--- src/logic/tdcgc_map.vh ---
/*
  register offsets, field positions, reset values and timing counts of the
  tdc general configuration and interrupt block.
  assumes a 20 MHz sys_clk and a plain strobe register port.
*/
// Behaviour
// - predivider code 0 passes, 1 halves, 2 quarters the high-speed clock.
// - oscillator off, on, or switched on with 480us/1.46/2.44/5.14ms settle.
// - reference 2 to 8 MHz, default 4 MHz; host must know it. the code assumes a fixed 20 MHz reference.
// - low-frequency oscillator current option, low saves power, high starts.
// - start-noise control injects noise into the start channel.
// - phase-noise disable switches the phase-noise generator off.
// - auto re-init performs init after each interrupt without host command.
// - on timeout with error fill set, result becomes all ones.
// - fourfold resolution only permitted in measure mode 2.
// - twofold resolution usable in measure mode 1 and 2.
// - each interrupt source reaches the output only when enabled.
// - timeout of the measurement unit raises an interrupt if enabled.
// - expected number of stop hits reached raises an interrupt if enabled.
// - arithmetic unit done raises an interrupt; host enables it for multi-hit.
// - completed nonvolatile memory transfer raises an interrupt if enabled.
// - nonvolatile memory of seven 32-bit words holds config and ident.
// - stored ident fields can be read back by the host.
`ifndef TDCGC_MAP_VH
`define TDCGC_MAP_VH
// ---------------------------------------------------------------
// register offsets
// ---------------------------------------------------------------
`define TDCGC_CFG_ADDR 8'h00
`define TDCGC_IRQEN_ADDR 8'h04
`define TDCGC_STAT_ADDR 8'h08
`define TDCGC_RESULT_ADDR 8'h0c
`define TDCGC_CMD_ADDR 8'h10
`define TDCGC_NVSEL_ADDR 8'h14
`define TDCGC_NVDATA_ADDR 8'h18
// ---------------------------------------------------------------
// configuration fields
// ---------------------------------------------------------------
`define TDCGC_DIV_LSB 0
`define TDCGC_START_LSB 2
`define TDCGC_LFHIGH_BIT 5
`define TDCGC_NOISE_BIT 6
`define TDCGC_PHDIS_BIT 7
`define TDCGC_REINIT_BIT 8
`define TDCGC_ERRFILL_BIT 9
`define TDCGC_QUAD_BIT 10
`define TDCGC_DOUBLE_BIT 11
`define TDCGC_MODE2_BIT 12
`define TDCGC_CFG_RESET 13'h0000
`define TDCGC_CFG_W 13
// command bits
`define TDCGC_CMD_INIT_BIT 0
`define TDCGC_CMD_NVWR_BIT 1
`define TDCGC_CMD_NVRD_BIT 2
// start option codes
`define TDCGC_OSC_OFF 3'h0
`define TDCGC_OSC_ON 3'h1
`define TDCGC_OSC_S480 3'h2
`define TDCGC_OSC_S1460 3'h3
`define TDCGC_OSC_S2440 3'h4
`define TDCGC_OSC_S5140 3'h5
// ---------------------------------------------------------------
// timing
// ---------------------------------------------------------------
`define TDCGC_CLK_KHZ 20000
`define TDCGC_T480_US 480
`define TDCGC_T1460_US 1460
`define TDCGC_T2440_US 2440
`define TDCGC_T5140_US 5140
`define TDCGC_CYC(us) (((us) * `TDCGC_CLK_KHZ + 999) / 1000)
`define TDCGC_NV_WORDS 7
`define TDCGC_NV_CYC 4'h8
`define TDCGC_ERR_VALUE 32'hffffffff
`endif

--- src/logic/tdcgc_clk_div.v ---
/*
  high-speed reference predivider: one-cycle enable pulses at 1, 1/2, 1/4.
  assumes sys_clk is the reference clock itself.
*/
`timescale 1ns/100ps
`default_nettype none
module tdcgc_clk_div (
  input wire sysClk,
  input wire sysRst,
  input wire run,
  input wire [1:0] divSel,
  output reg divTick
);
  reg [1:0] cnt_reg;
  wire [1:0] lim;
  assign lim = (divSel == 2'h0) ? 2'h0 : (divSel == 2'h1) ? 2'h1 : 2'h3;
  always @(posedge sysClk or posedge sysRst) begin
    if (sysRst) begin
      cnt_reg <= 2'h0;
      divTick <= 1'b0;
    end else if (!run) begin
      cnt_reg <= 2'h0;
      divTick <= 1'b0;
    end else begin
      divTick <= (cnt_reg >= lim);
      cnt_reg <= (cnt_reg >= lim) ? 2'h0 : cnt_reg + 2'h1;
    end
  end
endmodule // tdcgc_clk_div
`default_nettype wire

--- src/logic/tdcgc_nvmem.v ---
/*
  seven-word nonvolatile store model in flip-flops, with a busy period.
  assumes single requests; a request while busy is ignored.
*/
`timescale 1ns/100ps
`default_nettype none
`include "tdcgc_map.vh"
module tdcgc_nvmem (
  input wire sysClk,
  input wire sysRst,
  input wire wrReq,
  input wire rdReq,
  input wire [2:0] idx,
  input wire [31:0] wrData,
  output reg [31:0] rdData,
  output reg done
);
  reg [31:0] mem [0:`TDCGC_NV_WORDS-1];
  reg [3:0] busy_reg;
  reg wr_reg;
  reg [2:0] idx_reg;
  reg [31:0] dat_reg;
  integer i;
  always @(posedge sysClk or posedge sysRst) begin
    if (sysRst) begin
      for (i = 0; i < `TDCGC_NV_WORDS; i = i + 1)
        mem[i] <= 32'h0;
      busy_reg <= 4'h0;
      wr_reg <= 1'b0;
      idx_reg <= 3'h0;
      dat_reg <= 32'h0;
      rdData <= 32'h0;
      done <= 1'b0;
    end else begin
      done <= 1'b0;
      if (busy_reg == 4'h0) begin
        if ((wrReq || rdReq) && idx < 3'h7) begin
          busy_reg <= `TDCGC_NV_CYC;
          wr_reg <= wrReq;
          idx_reg <= idx;
          dat_reg <= wrData;
        end
      end else begin
        busy_reg <= busy_reg - 4'h1;
        if (busy_reg == 4'h1) begin
          if (wr_reg)
            mem[idx_reg] <= dat_reg;
          else
            rdData <= mem[idx_reg];
          done <= 1'b1;
        end
      end
    end
  end
endmodule // tdcgc_nvmem
`default_nettype wire

--- src/logic/tdcgc_top.v ---
/*
  general configuration and interrupt logic of a time-to-digital converter.
  assumes event inputs come from logic on sys_clk; host uses a strobe port.
*/
`timescale 1ns/100ps
`default_nettype none
`include "tdcgc_map.vh"
module tdcgc_top (
  input wire sys_clk,
  input wire sys_rst,
  input wire [7:0] regAddr,
  input wire [31:0] regWrData,
  input wire regWrStb,
  input wire regRdStb,
  output reg [31:0] regRdData,
  input wire evTimeout,
  input wire evHitsDone,
  input wire evAluDone,
  input wire [31:0] aluResult,
  output reg intrOut,
  output reg hsOscOn,
  output reg hsClkReady,
  output reg divTickOut,
  output reg lfHighCurrent,
  output reg startNoiseOn,
  output reg phaseNoiseOn,
  output reg initPulse,
  output reg [1:0] resMode,
  output reg resModeErr
);
  // ---------------------------------------------------------------
  // registers
  // ---------------------------------------------------------------
  reg [`TDCGC_CFG_W-1:0] cfg_reg;
  reg [3:0] irqEn_reg;
  reg [3:0] pend_reg;
  reg [3:0] pend_next;
  reg [31:0] result_reg;
  reg [2:0] nvSel_reg;
  reg [31:0] nvWrData_reg;
  reg [22:0] settle_reg;
  reg settled_reg;
  reg hostInit_reg;
  wire [1:0] divSel;
  wire [2:0] oscOpt;
  wire nvDone;
  wire divTick;
  wire [31:0] nvRdData;
  wire cmdWr;
  wire [3:0] events;
  wire anyIrq;
  reg [22:0] settleLoad;
  reg [31:0] settleFull;
  assign divSel = cfg_reg[`TDCGC_DIV_LSB+1:`TDCGC_DIV_LSB];
  assign oscOpt = cfg_reg[`TDCGC_START_LSB+2:`TDCGC_START_LSB];
  assign cmdWr = regWrStb && regAddr == `TDCGC_CMD_ADDR;
  // ---------------------------------------------------------------
  // oscillator start and settling
  // ---------------------------------------------------------------
  // counts scale with the reference rate
  always @* begin
    case (oscOpt)
      `TDCGC_OSC_S480: settleFull = `TDCGC_CYC(`TDCGC_T480_US);
      `TDCGC_OSC_S1460: settleFull = `TDCGC_CYC(`TDCGC_T1460_US);
      `TDCGC_OSC_S2440: settleFull = `TDCGC_CYC(`TDCGC_T2440_US);
      `TDCGC_OSC_S5140: settleFull = `TDCGC_CYC(`TDCGC_T5140_US);
      default: settleFull = 32'h0;
    endcase
    // longest settle fits 23 bits, upper bits always zero
    settleLoad = settleFull[22:0];
  end
  // settling restarts whenever the option is rewritten
  always @(posedge sys_clk or posedge sys_rst) begin
    if (sys_rst) begin
      settle_reg <= 23'h0;
      settled_reg <= 1'b0;
    end else if (regWrStb && regAddr == `TDCGC_CFG_ADDR) begin
      settle_reg <= 23'h0;
      settled_reg <= 1'b0;
    end else if (oscOpt == `TDCGC_OSC_ON) begin
      settled_reg <= 1'b1;
    end else if (oscOpt == `TDCGC_OSC_OFF || oscOpt > `TDCGC_OSC_S5140) begin
      settled_reg <= 1'b0;
    end else if (!settled_reg) begin
      settle_reg <= settle_reg + 23'h1;
      if (settle_reg + 23'h1 >= settleLoad)
        settled_reg <= 1'b1;
    end
  end
  // ---------------------------------------------------------------
  // predivider
  // ---------------------------------------------------------------
  // divided reference enable
  tdcgc_clk_div uDiv (
    .sysClk(sys_clk),
    .sysRst(sys_rst),
    .run(settled_reg),
    .divSel(divSel),
    .divTick(divTick)
  );
  // ---------------------------------------------------------------
  // nonvolatile store
  // ---------------------------------------------------------------
  // config and ident store
  tdcgc_nvmem uNv (
    .sysClk(sys_clk),
    .sysRst(sys_rst),
    .wrReq(cmdWr && regWrData[`TDCGC_CMD_NVWR_BIT]),
    .rdReq(cmdWr && regWrData[`TDCGC_CMD_NVRD_BIT]),
    .idx(nvSel_reg),
    .wrData(nvWrData_reg),
    .rdData(nvRdData),
    .done(nvDone)
  );
  // ---------------------------------------------------------------
  // interrupt pending bits
  // ---------------------------------------------------------------
  // source events
  assign events = {nvDone, evAluDone, evHitsDone, evTimeout};
  always @* begin
    pend_next = pend_reg;
    if (regWrStb && regAddr == `TDCGC_STAT_ADDR)
      pend_next = pend_reg & ~regWrData[3:0];
    // set beats a simultaneous clear
    pend_next = pend_next | (events & irqEn_reg);
    pend_next = pend_next & irqEn_reg;
  end
  assign anyIrq = |pend_next;
  // ---------------------------------------------------------------
  // register writes and state
  // ---------------------------------------------------------------
  always @(posedge sys_clk or posedge sys_rst) begin
    if (sys_rst) begin
      cfg_reg <= `TDCGC_CFG_RESET;
      irqEn_reg <= 4'h0;
      pend_reg <= 4'h0;
      result_reg <= 32'h0;
      nvSel_reg <= 3'h0;
      nvWrData_reg <= 32'h0;
      hostInit_reg <= 1'b0;
    end else begin
      pend_reg <= pend_next;
      hostInit_reg <= cmdWr && regWrData[`TDCGC_CMD_INIT_BIT];
      if (regWrStb && regAddr == `TDCGC_CFG_ADDR)
        cfg_reg <= regWrData[`TDCGC_CFG_W-1:0];
      if (regWrStb && regAddr == `TDCGC_IRQEN_ADDR)
        irqEn_reg <= regWrData[3:0];
      if (regWrStb && regAddr == `TDCGC_NVSEL_ADDR)
        nvSel_reg <= regWrData[2:0];
      if (regWrStb && regAddr == `TDCGC_NVDATA_ADDR)
        nvWrData_reg <= regWrData;
      if (evTimeout && cfg_reg[`TDCGC_ERRFILL_BIT])
        result_reg <= `TDCGC_ERR_VALUE;
      else if (evAluDone)
        result_reg <= aluResult;
    end
  end
  // ---------------------------------------------------------------
  // outputs
  // ---------------------------------------------------------------
  always @(posedge sys_clk or posedge sys_rst) begin
    if (sys_rst) begin
      intrOut <= 1'b0;
      hsOscOn <= 1'b0;
      hsClkReady <= 1'b0;
      divTickOut <= 1'b0;
      lfHighCurrent <= 1'b0;
      startNoiseOn <= 1'b0;
      phaseNoiseOn <= 1'b1;
      initPulse <= 1'b0;
      resMode <= 2'h0;
      resModeErr <= 1'b0;
    end else begin
      intrOut <= anyIrq;
      hsOscOn <= (oscOpt != `TDCGC_OSC_OFF) && (oscOpt <= `TDCGC_OSC_S5140);
      hsClkReady <= settled_reg;
      divTickOut <= divTick;
      lfHighCurrent <= cfg_reg[`TDCGC_LFHIGH_BIT];
      startNoiseOn <= cfg_reg[`TDCGC_NOISE_BIT];
      phaseNoiseOn <= !cfg_reg[`TDCGC_PHDIS_BIT];
      initPulse <= hostInit_reg ||
        (cfg_reg[`TDCGC_REINIT_BIT] && anyIrq && !intrOut);
      // resolution select, quad only in mode 2
      if (cfg_reg[`TDCGC_QUAD_BIT] && cfg_reg[`TDCGC_MODE2_BIT])
        resMode <= 2'h2;
      else if (cfg_reg[`TDCGC_DOUBLE_BIT])
        resMode <= 2'h1;
      else
        resMode <= 2'h0;
      resModeErr <= cfg_reg[`TDCGC_QUAD_BIT] && !cfg_reg[`TDCGC_MODE2_BIT];
    end
  end
  // ---------------------------------------------------------------
  // read port
  // ---------------------------------------------------------------
  // ident readback path
  always @(posedge sys_clk or posedge sys_rst) begin
    if (sys_rst) begin
      regRdData <= 32'h0;
    end else if (regRdStb) begin
      case (regAddr)
        `TDCGC_CFG_ADDR: regRdData <= {19'h0, cfg_reg};
        `TDCGC_IRQEN_ADDR: regRdData <= {28'h0, irqEn_reg};
        `TDCGC_STAT_ADDR: regRdData <= {26'h0, settled_reg, intrOut, pend_reg};
        `TDCGC_RESULT_ADDR: regRdData <= result_reg;
        `TDCGC_NVSEL_ADDR: regRdData <= {29'h0, nvSel_reg};
        `TDCGC_NVDATA_ADDR: regRdData <= nvRdData;
        default: regRdData <= 32'h0;
      endcase
    end else begin
      regRdData <= 32'h0;
    end
  end
endmodule // tdcgc_top
`default_nettype wire

--- config.mk ---
export PLATFORM = sky130hd
export DESIGN_NAME = tdcgc_top
export DESIGN_NICKNAME = d
export VERILOG_FILES = /design/src/logic/tdcgc_clk_div.v /design/src/logic/tdcgc_nvmem.v /design/src/logic/tdcgc_top.v
export VERILOG_INCLUDE_DIRS = /design/src /design/src/logic
export SDC_FILE = /design/constraint.sdc
export NUM_CORES = 1
export LEC_CHECK = 0
export ABC_CLOCK_PERIOD_IN_PS = 19600
export BUFFER_PORTS_ARGS = -buffer_cell sky130_fd_sc_hd__buf_4
export CAP_MARGIN = 0
export CORE_MARGIN = 3
export CORE_UTILIZATION = 40
export DETAILED_ROUTE_END_ITERATION = 10
export SKIP_CTS_REPAIR_TIMING = 1
export SYNTH_ARGS = -nofsm -noshare
export SYNTH_HDL_FRONTEND = slang
export SYNTH_SLANG_ARGS = --single-unit
--- constraint.sdc ---
create_clock -name sys_clk -period 19.6 [get_ports sys_clk]
set_clock_uncertainty 0.2 [all_clocks]
set_input_delay 3.92 -clock sys_clk [delete_from_list [all_inputs] [get_ports sys_clk]]
set_output_delay 3.92 -clock sys_clk [all_outputs]
set_load 0.01 [all_outputs]
* Word-level counts from Yosys, hierarchy flattened
Index checks and enable logic that the tools add are counted.
** Word-level totals
- Logic and storage cells :: 136
- Register bits after elaboration :: 456
- Bits of input ports :: 79
** Cells by class
- Multiplexer cells :: 32
- Magnitude comparators :: 7
- Reductions and logical operators :: 34
- Eq/ne operators :: 17
- Add/sub/neg operators :: 3
- Bitwise gates (word level) :: 8
** Operators with widths (number)
- $bwmux W224 :: 1
- $mux W32 :: 6
- $pmux W32 S6 :: 1
- $bmux W32 S3 :: 1
- $demux W32 S3 :: 1
- $mux W23 :: 4
- $pmux W17 S4 :: 1
- $eq A8 B5 Y1 const B :: 3
- $add A23 B1 Y23 const B :: 1
- $ge A23 B23 Y1 :: 1
- $logic_and A1 B1 Y1 :: 17
- $eq A8 B4 Y1 const B :: 2
- $and A4 B4 Y4 :: 3
- $mux W4 :: 3
- $mux W2 :: 5
- $mux W1 :: 9
- $reduce_and A3 Y1 :: 3
- $eq A8 B3 Y1 const B :: 1
- $logic_not A8 Y1 :: 1
- $eq A3 B2 Y1 const B :: 2
- $eq A3 B3 Y1 const B :: 2
- $ne A2 B1 Y1 const B :: 3
- $eq A4 B1 Y1 const B :: 1
- $ge A4 B4 Y1 const B :: 1
- other kinds (23) :: 28

* Logic depth before layout (Yosys ltp)
Gate-level depths: netlist of run 1.
- Depth in word-level cells :: 9
- Gate-level depth with buffers :: 13
- Gate-level depth less buffers :: 12

* Hierarchy
From an unflattened synthesis of run 1, not the netlist that was laid out.
** Unflattened totals
- Cells, all modules :: 1544
- Area total of the unflattened synthesis :: 20156.8 sq um
** By module, submodules not included
- tdcgc_nvmem :: cells each 908, area an instance 12948.7 sq um, instances 1
- tdcgc_top :: cells each 621, area an instance 7040.5 sq um, instances 1
- tdcgc_clk_div :: cells each 15, area an instance 167.7 sq um, instances 1

* Least setup slack after synthesis of run 1
No wires, ideal clock.
- Path type :: input port to flip-flop
- Start :: in regAddr[5]
- End :: reg uNv.dat_reg[10]
- Path slack :: 13839 ps
- Data required time :: 19273 ps
- Buffers on the path :: 1
- Data arrival time :: 5434 ps
- Cell stages on the path :: 6
- Setup time :: 127 ps
- Cell sequence :: nor3_2 -> and3_1 -> nand2_1 -> a311oi_4 -> buf_6 -> mux2_1
** On the way
- Longest elaborated chain between the ends :: 6
- Elaborated cells on any way between the ends :: 7
- Those cells by class :: eq/ne: 1; reduce/logical: 6
** RTL lines
- start, declared :: RTL line tdcgc_top.v:11 : input wire [7:0] regAddr,
- $eq A8 B5 Y1 (no line) *
- $logic_and A1 B1 Y1 (no line) *
- $logic_and A1 B1 Y1 (on tied branches) :: RTL line tdcgc_top.v:108, tdcgc_top.v:109
- $logic_or A1 B1 Y1 * :: RTL line tdcgc_nvmem.v:37 : if ((wrReq || rdReq) && idx < 3'h7) begin
- $logic_and A1 B1 Y1 * :: RTL line tdcgc_nvmem.v:37
- $reduce_and A2 Y1 (no line) *
- end signal, assigned :: RTL line tdcgc_nvmem.v:41 : dat_reg <= wrData;
- end, declared :: RTL line tdcgc_nvmem.v:22 : reg [31:0] dat_reg;
Mark *: on every way between the ends. The rest lies on a longest branch, timed or not.
A chain may end at the register's enable or synchronous reset.

==> reports/results.ini, run 1 <==
[setup_path]
critPathLaunch = sys_rst
cp-start-kind = input port
critPathMaxFanout = 180
worst_r2r_path_depth = 5
crit_end = uNv.mem[54]$_DFFE_PP0P_
reg2reg_slack_ns = 15.68
arrival_ns = 6.46
cp.required_ns = 19.97
timing.rr.end = uNv.mem[9]$_DFFE_PP0P_
worstReg2RegStart = uNv.idx_reg[2]$_DFFE_PP0P_
critPathKind = input port to asynchronous set/reset pin
crit_path_end_kind = asynchronous set/reset pin

[synthesis]
syn_inst = 1578
synth_area_leader_cell = dfrtp_1
yosys-top-cells-area = dfrtp_1 (57%), mux2_2 (16%), mux2i_1 (3.8%)
synth_fp_nets = 1673
synthMostInstantiatedCell = dfrtp_1
ys_top_cells_by_count = dfrtp_1 (455), mux2_2 (278), nand2_1 (152), nor2_1 (93), mux2i_1 (76)
synth_area_um2 = 20000
synth_top_cell_area_share_pct = 56.9
synth-edff-count = 0
avgSynthCellArea_um2 = 12.7
yosysWarnings = 0
synthFlopType = dfrtp_1
synthArstFlopShare_pct = 100
ys_types = 63
ys_seq_area_share_pct = 57.0
synth-seq-cells = 456

[floorplan]
io_pins = 122
start_util_pct = 40.7
core_area_um2 = 49200
rows = 81
die_w_um = 230
dieArea_um2 = 52800
fp.dieH_um = 230

[final_layout]
antennaDiodeCount = 0
regMostFlops = uNv.mem
final_cell_count_no_fill = 2374
largest_reg_flops = 224
drive_above_1_share_pct = 31.8
fin_nets = 1767
final_area_um2 = 23100
area_delta_synth_final_pct = 15.6

[sta]
slew_violations = 0
rsz0062_at_grt = false
setup-violations-final = 0
totalNegativeSetupSlack_ns = 0
worstMarginPinSlew_ns = 1.11
fin_crit_ns = 6.09
max_freq_mhz = 164
finalCritPeriodShare_pct = 31.1
timing.slew.headroom_pct = 26.0
finalHoldViolCount = 0

[power]
intPower_mw = 1.62
p_leak_nw = 11.0
clkPwrFrac_pct = 44.0
switching_power_mw = 0.524
p_comb_share_pct = 8.3
seqPwrFrac_pct = 47.7
vdd_drop_max_mv = 0.0609
switching_share_pct = 24.4
total_power_mw = 2.15
p_per_area_nw_per_um2 = 92.8

[routing]
wl_met1_mm = 23.4
drt_iter0_markers = 987
first_pass_iters = 6
wl_mm = 47.7
wl_met2_mm = 20.9
top_layer_used = met4
vias = 12623
wl_per_cell_um = 20.1
via_per_inst = 5.32
drtAntennaViolNets = 0
wl_met3_mm = 2.64
drc = 0

[min_path]
min_path_type = flip-flop to flip-flop
hp-start = uDiv.divTick$_DFF_PP0_

[clocking]
htree_num_levels = 2
root_buffer = clkbuf_16
clk_latency_ns = 0.59
clock_sinks = 456
clk_pin_slew_ns = 0.06
cts_buffers = 49
cts_tree = built
cts_buffer_depth = 3

[placement]
gp_routability_congestion = 0.811
placedCellCount = 2285
dpl.hpwl_mm = 30.2
placed_area_um2 = 21500
port_buffers = 121

[status]
status = complete, no violations

[global_route]
antenna_found_initial = 0
grtUsageTotal_pct = 18.4
grt_max_degree = 181
grt_pass1_vias = 12972
grt_overflow_total = 0
grt_pass1_wl_mm = 76.6

[job]
drv_cap = 0

## layer usage
layer,vias to the layer above,global-route usage (%)
met5,-,0
li1,5815,-
met4,0,4.31
met2,292,27.4
met1,6458,27.3
met3,58,4.17
## cell type report
class                      count  area [um2]
clock inverter                14         178
clock buffer                  75        1510
multi-input combinational   1010        8080
sequential                   456       11400
fill                        4429       26000
timing repair buffer         142        1080
tap                          664         831
inverter                      13        56.3
## power by group through the flow
| stage | combinational, mW | sequential, mW | clock, mW |
|---|---|---|---|
| after floorplan | 0.150 | 1.02 | 0 |
| after global placement | 0.173 | 1.04 | 0 |
| after detailed placement | 0.179 | 1.04 | 0 |
| after CTS | 0.180 | 1.02 | 0.971 |
| after global routing | 0.205 | 1.03 | 1.01 |
| final | 0.178 | 1.03 | 0.945 |
## placed cells by master, fill, tap and decap left out, drive strengths merged, types with 14 or more instances in the layout
master / n
nand2: 152
buf: 142
nor2b: 16
o21ai: 57
ha: 16
clkbuf: 75
dfrtp: 455
nor2: 98
nand3: 16
mux2i: 76
a22oi: 47
a21oi: 43
inv: 14
xnor2: 21
mux2: 314
xor2: 17
## worst min path at each step
stage          slack, ns                    to  cells past startpoint
5_1_grt             0.17  divTickOut$_DFF_PP0_                      0
3_3_place_gp        0.15  divTickOut$_DFF_PP0_                      0
3_5_place_dp        0.15  divTickOut$_DFF_PP0_                      0
4_1_cts             0.15  divTickOut$_DFF_PP0_                      0
6_report            0.15  divTickOut$_DFF_PP0_                      0
2_1_floorplan       0.13  divTickOut$_DFF_PP0_                      0
## critical path, cell delays in order
cell and delay [ns]:
buf_4 0.13, inv_8 0.56, buf_12 0.75, buf_4 0.90
## through the flow
step	utilization (%)	worst slack, ns	hold WS [ns]
floorplan	-	2.77	0.131
global placement	43.7	12.79	0.154
detailed placement	43.7	12.76	0.147
CTS	47.1	13.39	0.155
global route	47.1	13.02	0.165
finish	47.1	13.51	0.152
## cell families (layout without fill, tap and decap cells)
| kind of cell | after synthesis | count (layout) | synth area share [%] |
|---|---|---|---|
| compound gates | 210 | 210 | 6.81 |
| mux | 401 | 401 | 22.7 |
| simple gates | 345 | 345 | 8.04 |
| flops | 456 | 456 | 57.0 |
| xor+xnor | 38 | 38 | 1.66 |
| buf+inv | 112 | 244 | 2.81 |
| fa+ha+maj | 16 | 16 | 1.00 |
(Power assumes the default switching activity.)
==> inputs of run 2 (changes only) <==
ABC_CLOCK_PERIOD_IN_PS = 5600   (was 19600)
clock period = 5.6 ns   (was 19.6 ns; I/O delays follow)
==> run 2 against run 1 <==
Against the previous run:
- clock power grew to 3.5 times the previous value
- flip-flop and latch count is the same
- total power grew to 3.5 times the previous value
- cell count grew 0.63%
- sequential share of layout area down 0.23 points
- via count rose by 0.49%
==> reports/results.ini, run 2 (synthesized netlist as in run 1, its figures left out) <==
[floorplan]
rows = 81
core_area_um2 = 49200
start_util_pct = 40.7
io_pins = 122
dieArea_um2 = 52800
fp.dieH_um = 230
die_w_um = 230

[final_layout]
final_cell_mix = dfrtp_1 (452), mux2_2 (278), nand2_1 (152)
final_cell_count_no_fill = 2389
largest_reg_flops = 224
layout_commonest_cell = dfrtp_1
regMostFlops = uNv.mem
drive_above_1_share_pct = 32.1
area_delta_synth_final_pct = 16.1
fin_nets = 1778

[global_route]
grt_pass1_vias = 13279
grt_max_degree = 90
grtUsageTotal_pct = 18.3
grt_overflow_total = 0
antenna_found_initial = 0
grt_pass1_wl_mm = 76.6

[setup_path]
crit_path_top_delay_cell = and3_1
worstReg2RegStart = uNv.busy_reg[1]$_DFFE_PP0P_
cp-start-kind = flip-flop
path_cells = nor4b_4, and2_1, and2b_1, and3_1, buf_4, mux2_2
timing.rr.end = uNv.mem[38]$_DFFE_PP0P_
critPathMaxFanout = 17
crit_path_end_kind = flip-flop
worst_r2r_path_depth = 6
critPathKind = flip-flop to flip-flop
arrival_ns = 3.75
cp.required_ns = 5.85
critPathLaunch = uNv.busy_reg[1]$_DFFE_PP0P_
max_stage_delay_ns = 0.90
crit_end = uNv.mem[38]$_DFFE_PP0P_
reg2reg_slack_ns = 2.10

[sta]
max_freq_mhz = 285
worstMarginPinSlew_ns = 1.31
rsz0062_at_grt = false
finalHoldViolCount = 0
setup-violations-final = 0
timing.slew.headroom_pct = 12.2
hold_slack_ns = 0.156
slew_violations = 0
finalCritPeriodShare_pct = 62.6
fin_crit_ns = 3.50

[placement]
dpl.hpwl_mm = 31.0
placedCellCount = 2296
port_buffers = 121
gp_routability_congestion = 0.866

[routing]
top_layer_used = met4
wl_mm = 47.5
drtAntennaViolNets = 0
drt_iter0_markers = 1009
wl_met3_mm = 2.60
drc = 0
wl_met1_mm = 22.8
wl_met2_mm = 21.4
first_pass_iters = 6
via_per_inst = 5.31
vias = 12685
wl_per_cell_um = 19.9

[clocking]
clock_sinks = 456
clk_latency_ns = 0.59
root_buffer = clkbuf_16
cts_buffers = 49
clk_pin_slew_ns = 0.06
cts_tree = built
htree_num_levels = 2
cts_buffer_depth = 3

[power]
vdd_drop_max_mv = 0.227
p_leak_nw = 11.1
p_per_area_nw_per_um2 = 325

[status]
status = complete, no violations

[min_path]
min_path_type = flip-flop to flip-flop

[job]
drv_cap = 0

==> run 2: cell type report <==
class	instances	area [um2]
Clock buffer	77	1490
Tap cell	664	831
Antenna cell	1	2.50
Clock inverter	15	206
Inverter	13	52.6
Timing Repair Buffer	153	1170
Sequential cell	456	11400
Multi-Input combinational cell	1010	8080
Fill cell	4377	25900
==> run 2: power breakdown <==
| group | switching [mW] | internal [mW] |
|---|---|---|
| clock network | 1.33 | 2.02 |
| logic | 0.332 | 0.282 |
| registers | 0.173 | 3.42 |
==> run 2: worst min-delay path by stage <==
stage	startpoint	endpoint	depth (start not counted)
2_1_floorplan	uDiv.divTick$_DFF_PP0_	divTickOut$_DFF_PP0_	0
3_3_place_gp	uDiv.divTick$_DFF_PP0_	divTickOut$_DFF_PP0_	0
3_5_place_dp	uDiv.divTick$_DFF_PP0_	divTickOut$_DFF_PP0_	0
4_1_cts	uDiv.divTick$_DFF_PP0_	divTickOut$_DFF_PP0_	0
5_1_grt	uDiv.divTick$_DFF_PP0_	divTickOut$_DFF_PP0_	0
6_report	uDiv.divTick$_DFF_PP0_	divTickOut$_DFF_PP0_	0
==> run 2: per-layer routing <==
metal	global-route usage, %	vias to the layer above
li1	-	5847
met1	26.6	6504
met2	28.3	290
met3	3.96	44
met4	3.80	0
met5	0	-
==> run 2: per-stage QoR <==
step / power [mW] / setup TNS, ns / area [um2] / setup slack, ns / util (%)
3_3_place_gp: 4.24 / 0 / 21600 / 1.81 / 43.8
2_1_floorplan: 4.09 / -859.32 / 20000 / -1.89 / -
3_5_place_dp: 4.27 / 0 / 21600 / 1.76 / 43.8
6_report: 7.55 / 0 / 23300 / 2.10 / 47.3
4_1_cts: 7.64 / 0 / 23300 / 2.09 / 47.3
5_1_grt: 7.89 / 0 / 23300 / 1.98 / 47.3
==> run 2: worst max-delay path: cells and delay by family, from the launching register on <==
family	cells	cell delay (ns)
multiplexers	1	0.37
AND/OR/NAND/NOR	4	1.87
buffers and inverters	1	0.45
flip-flops	1	0.46
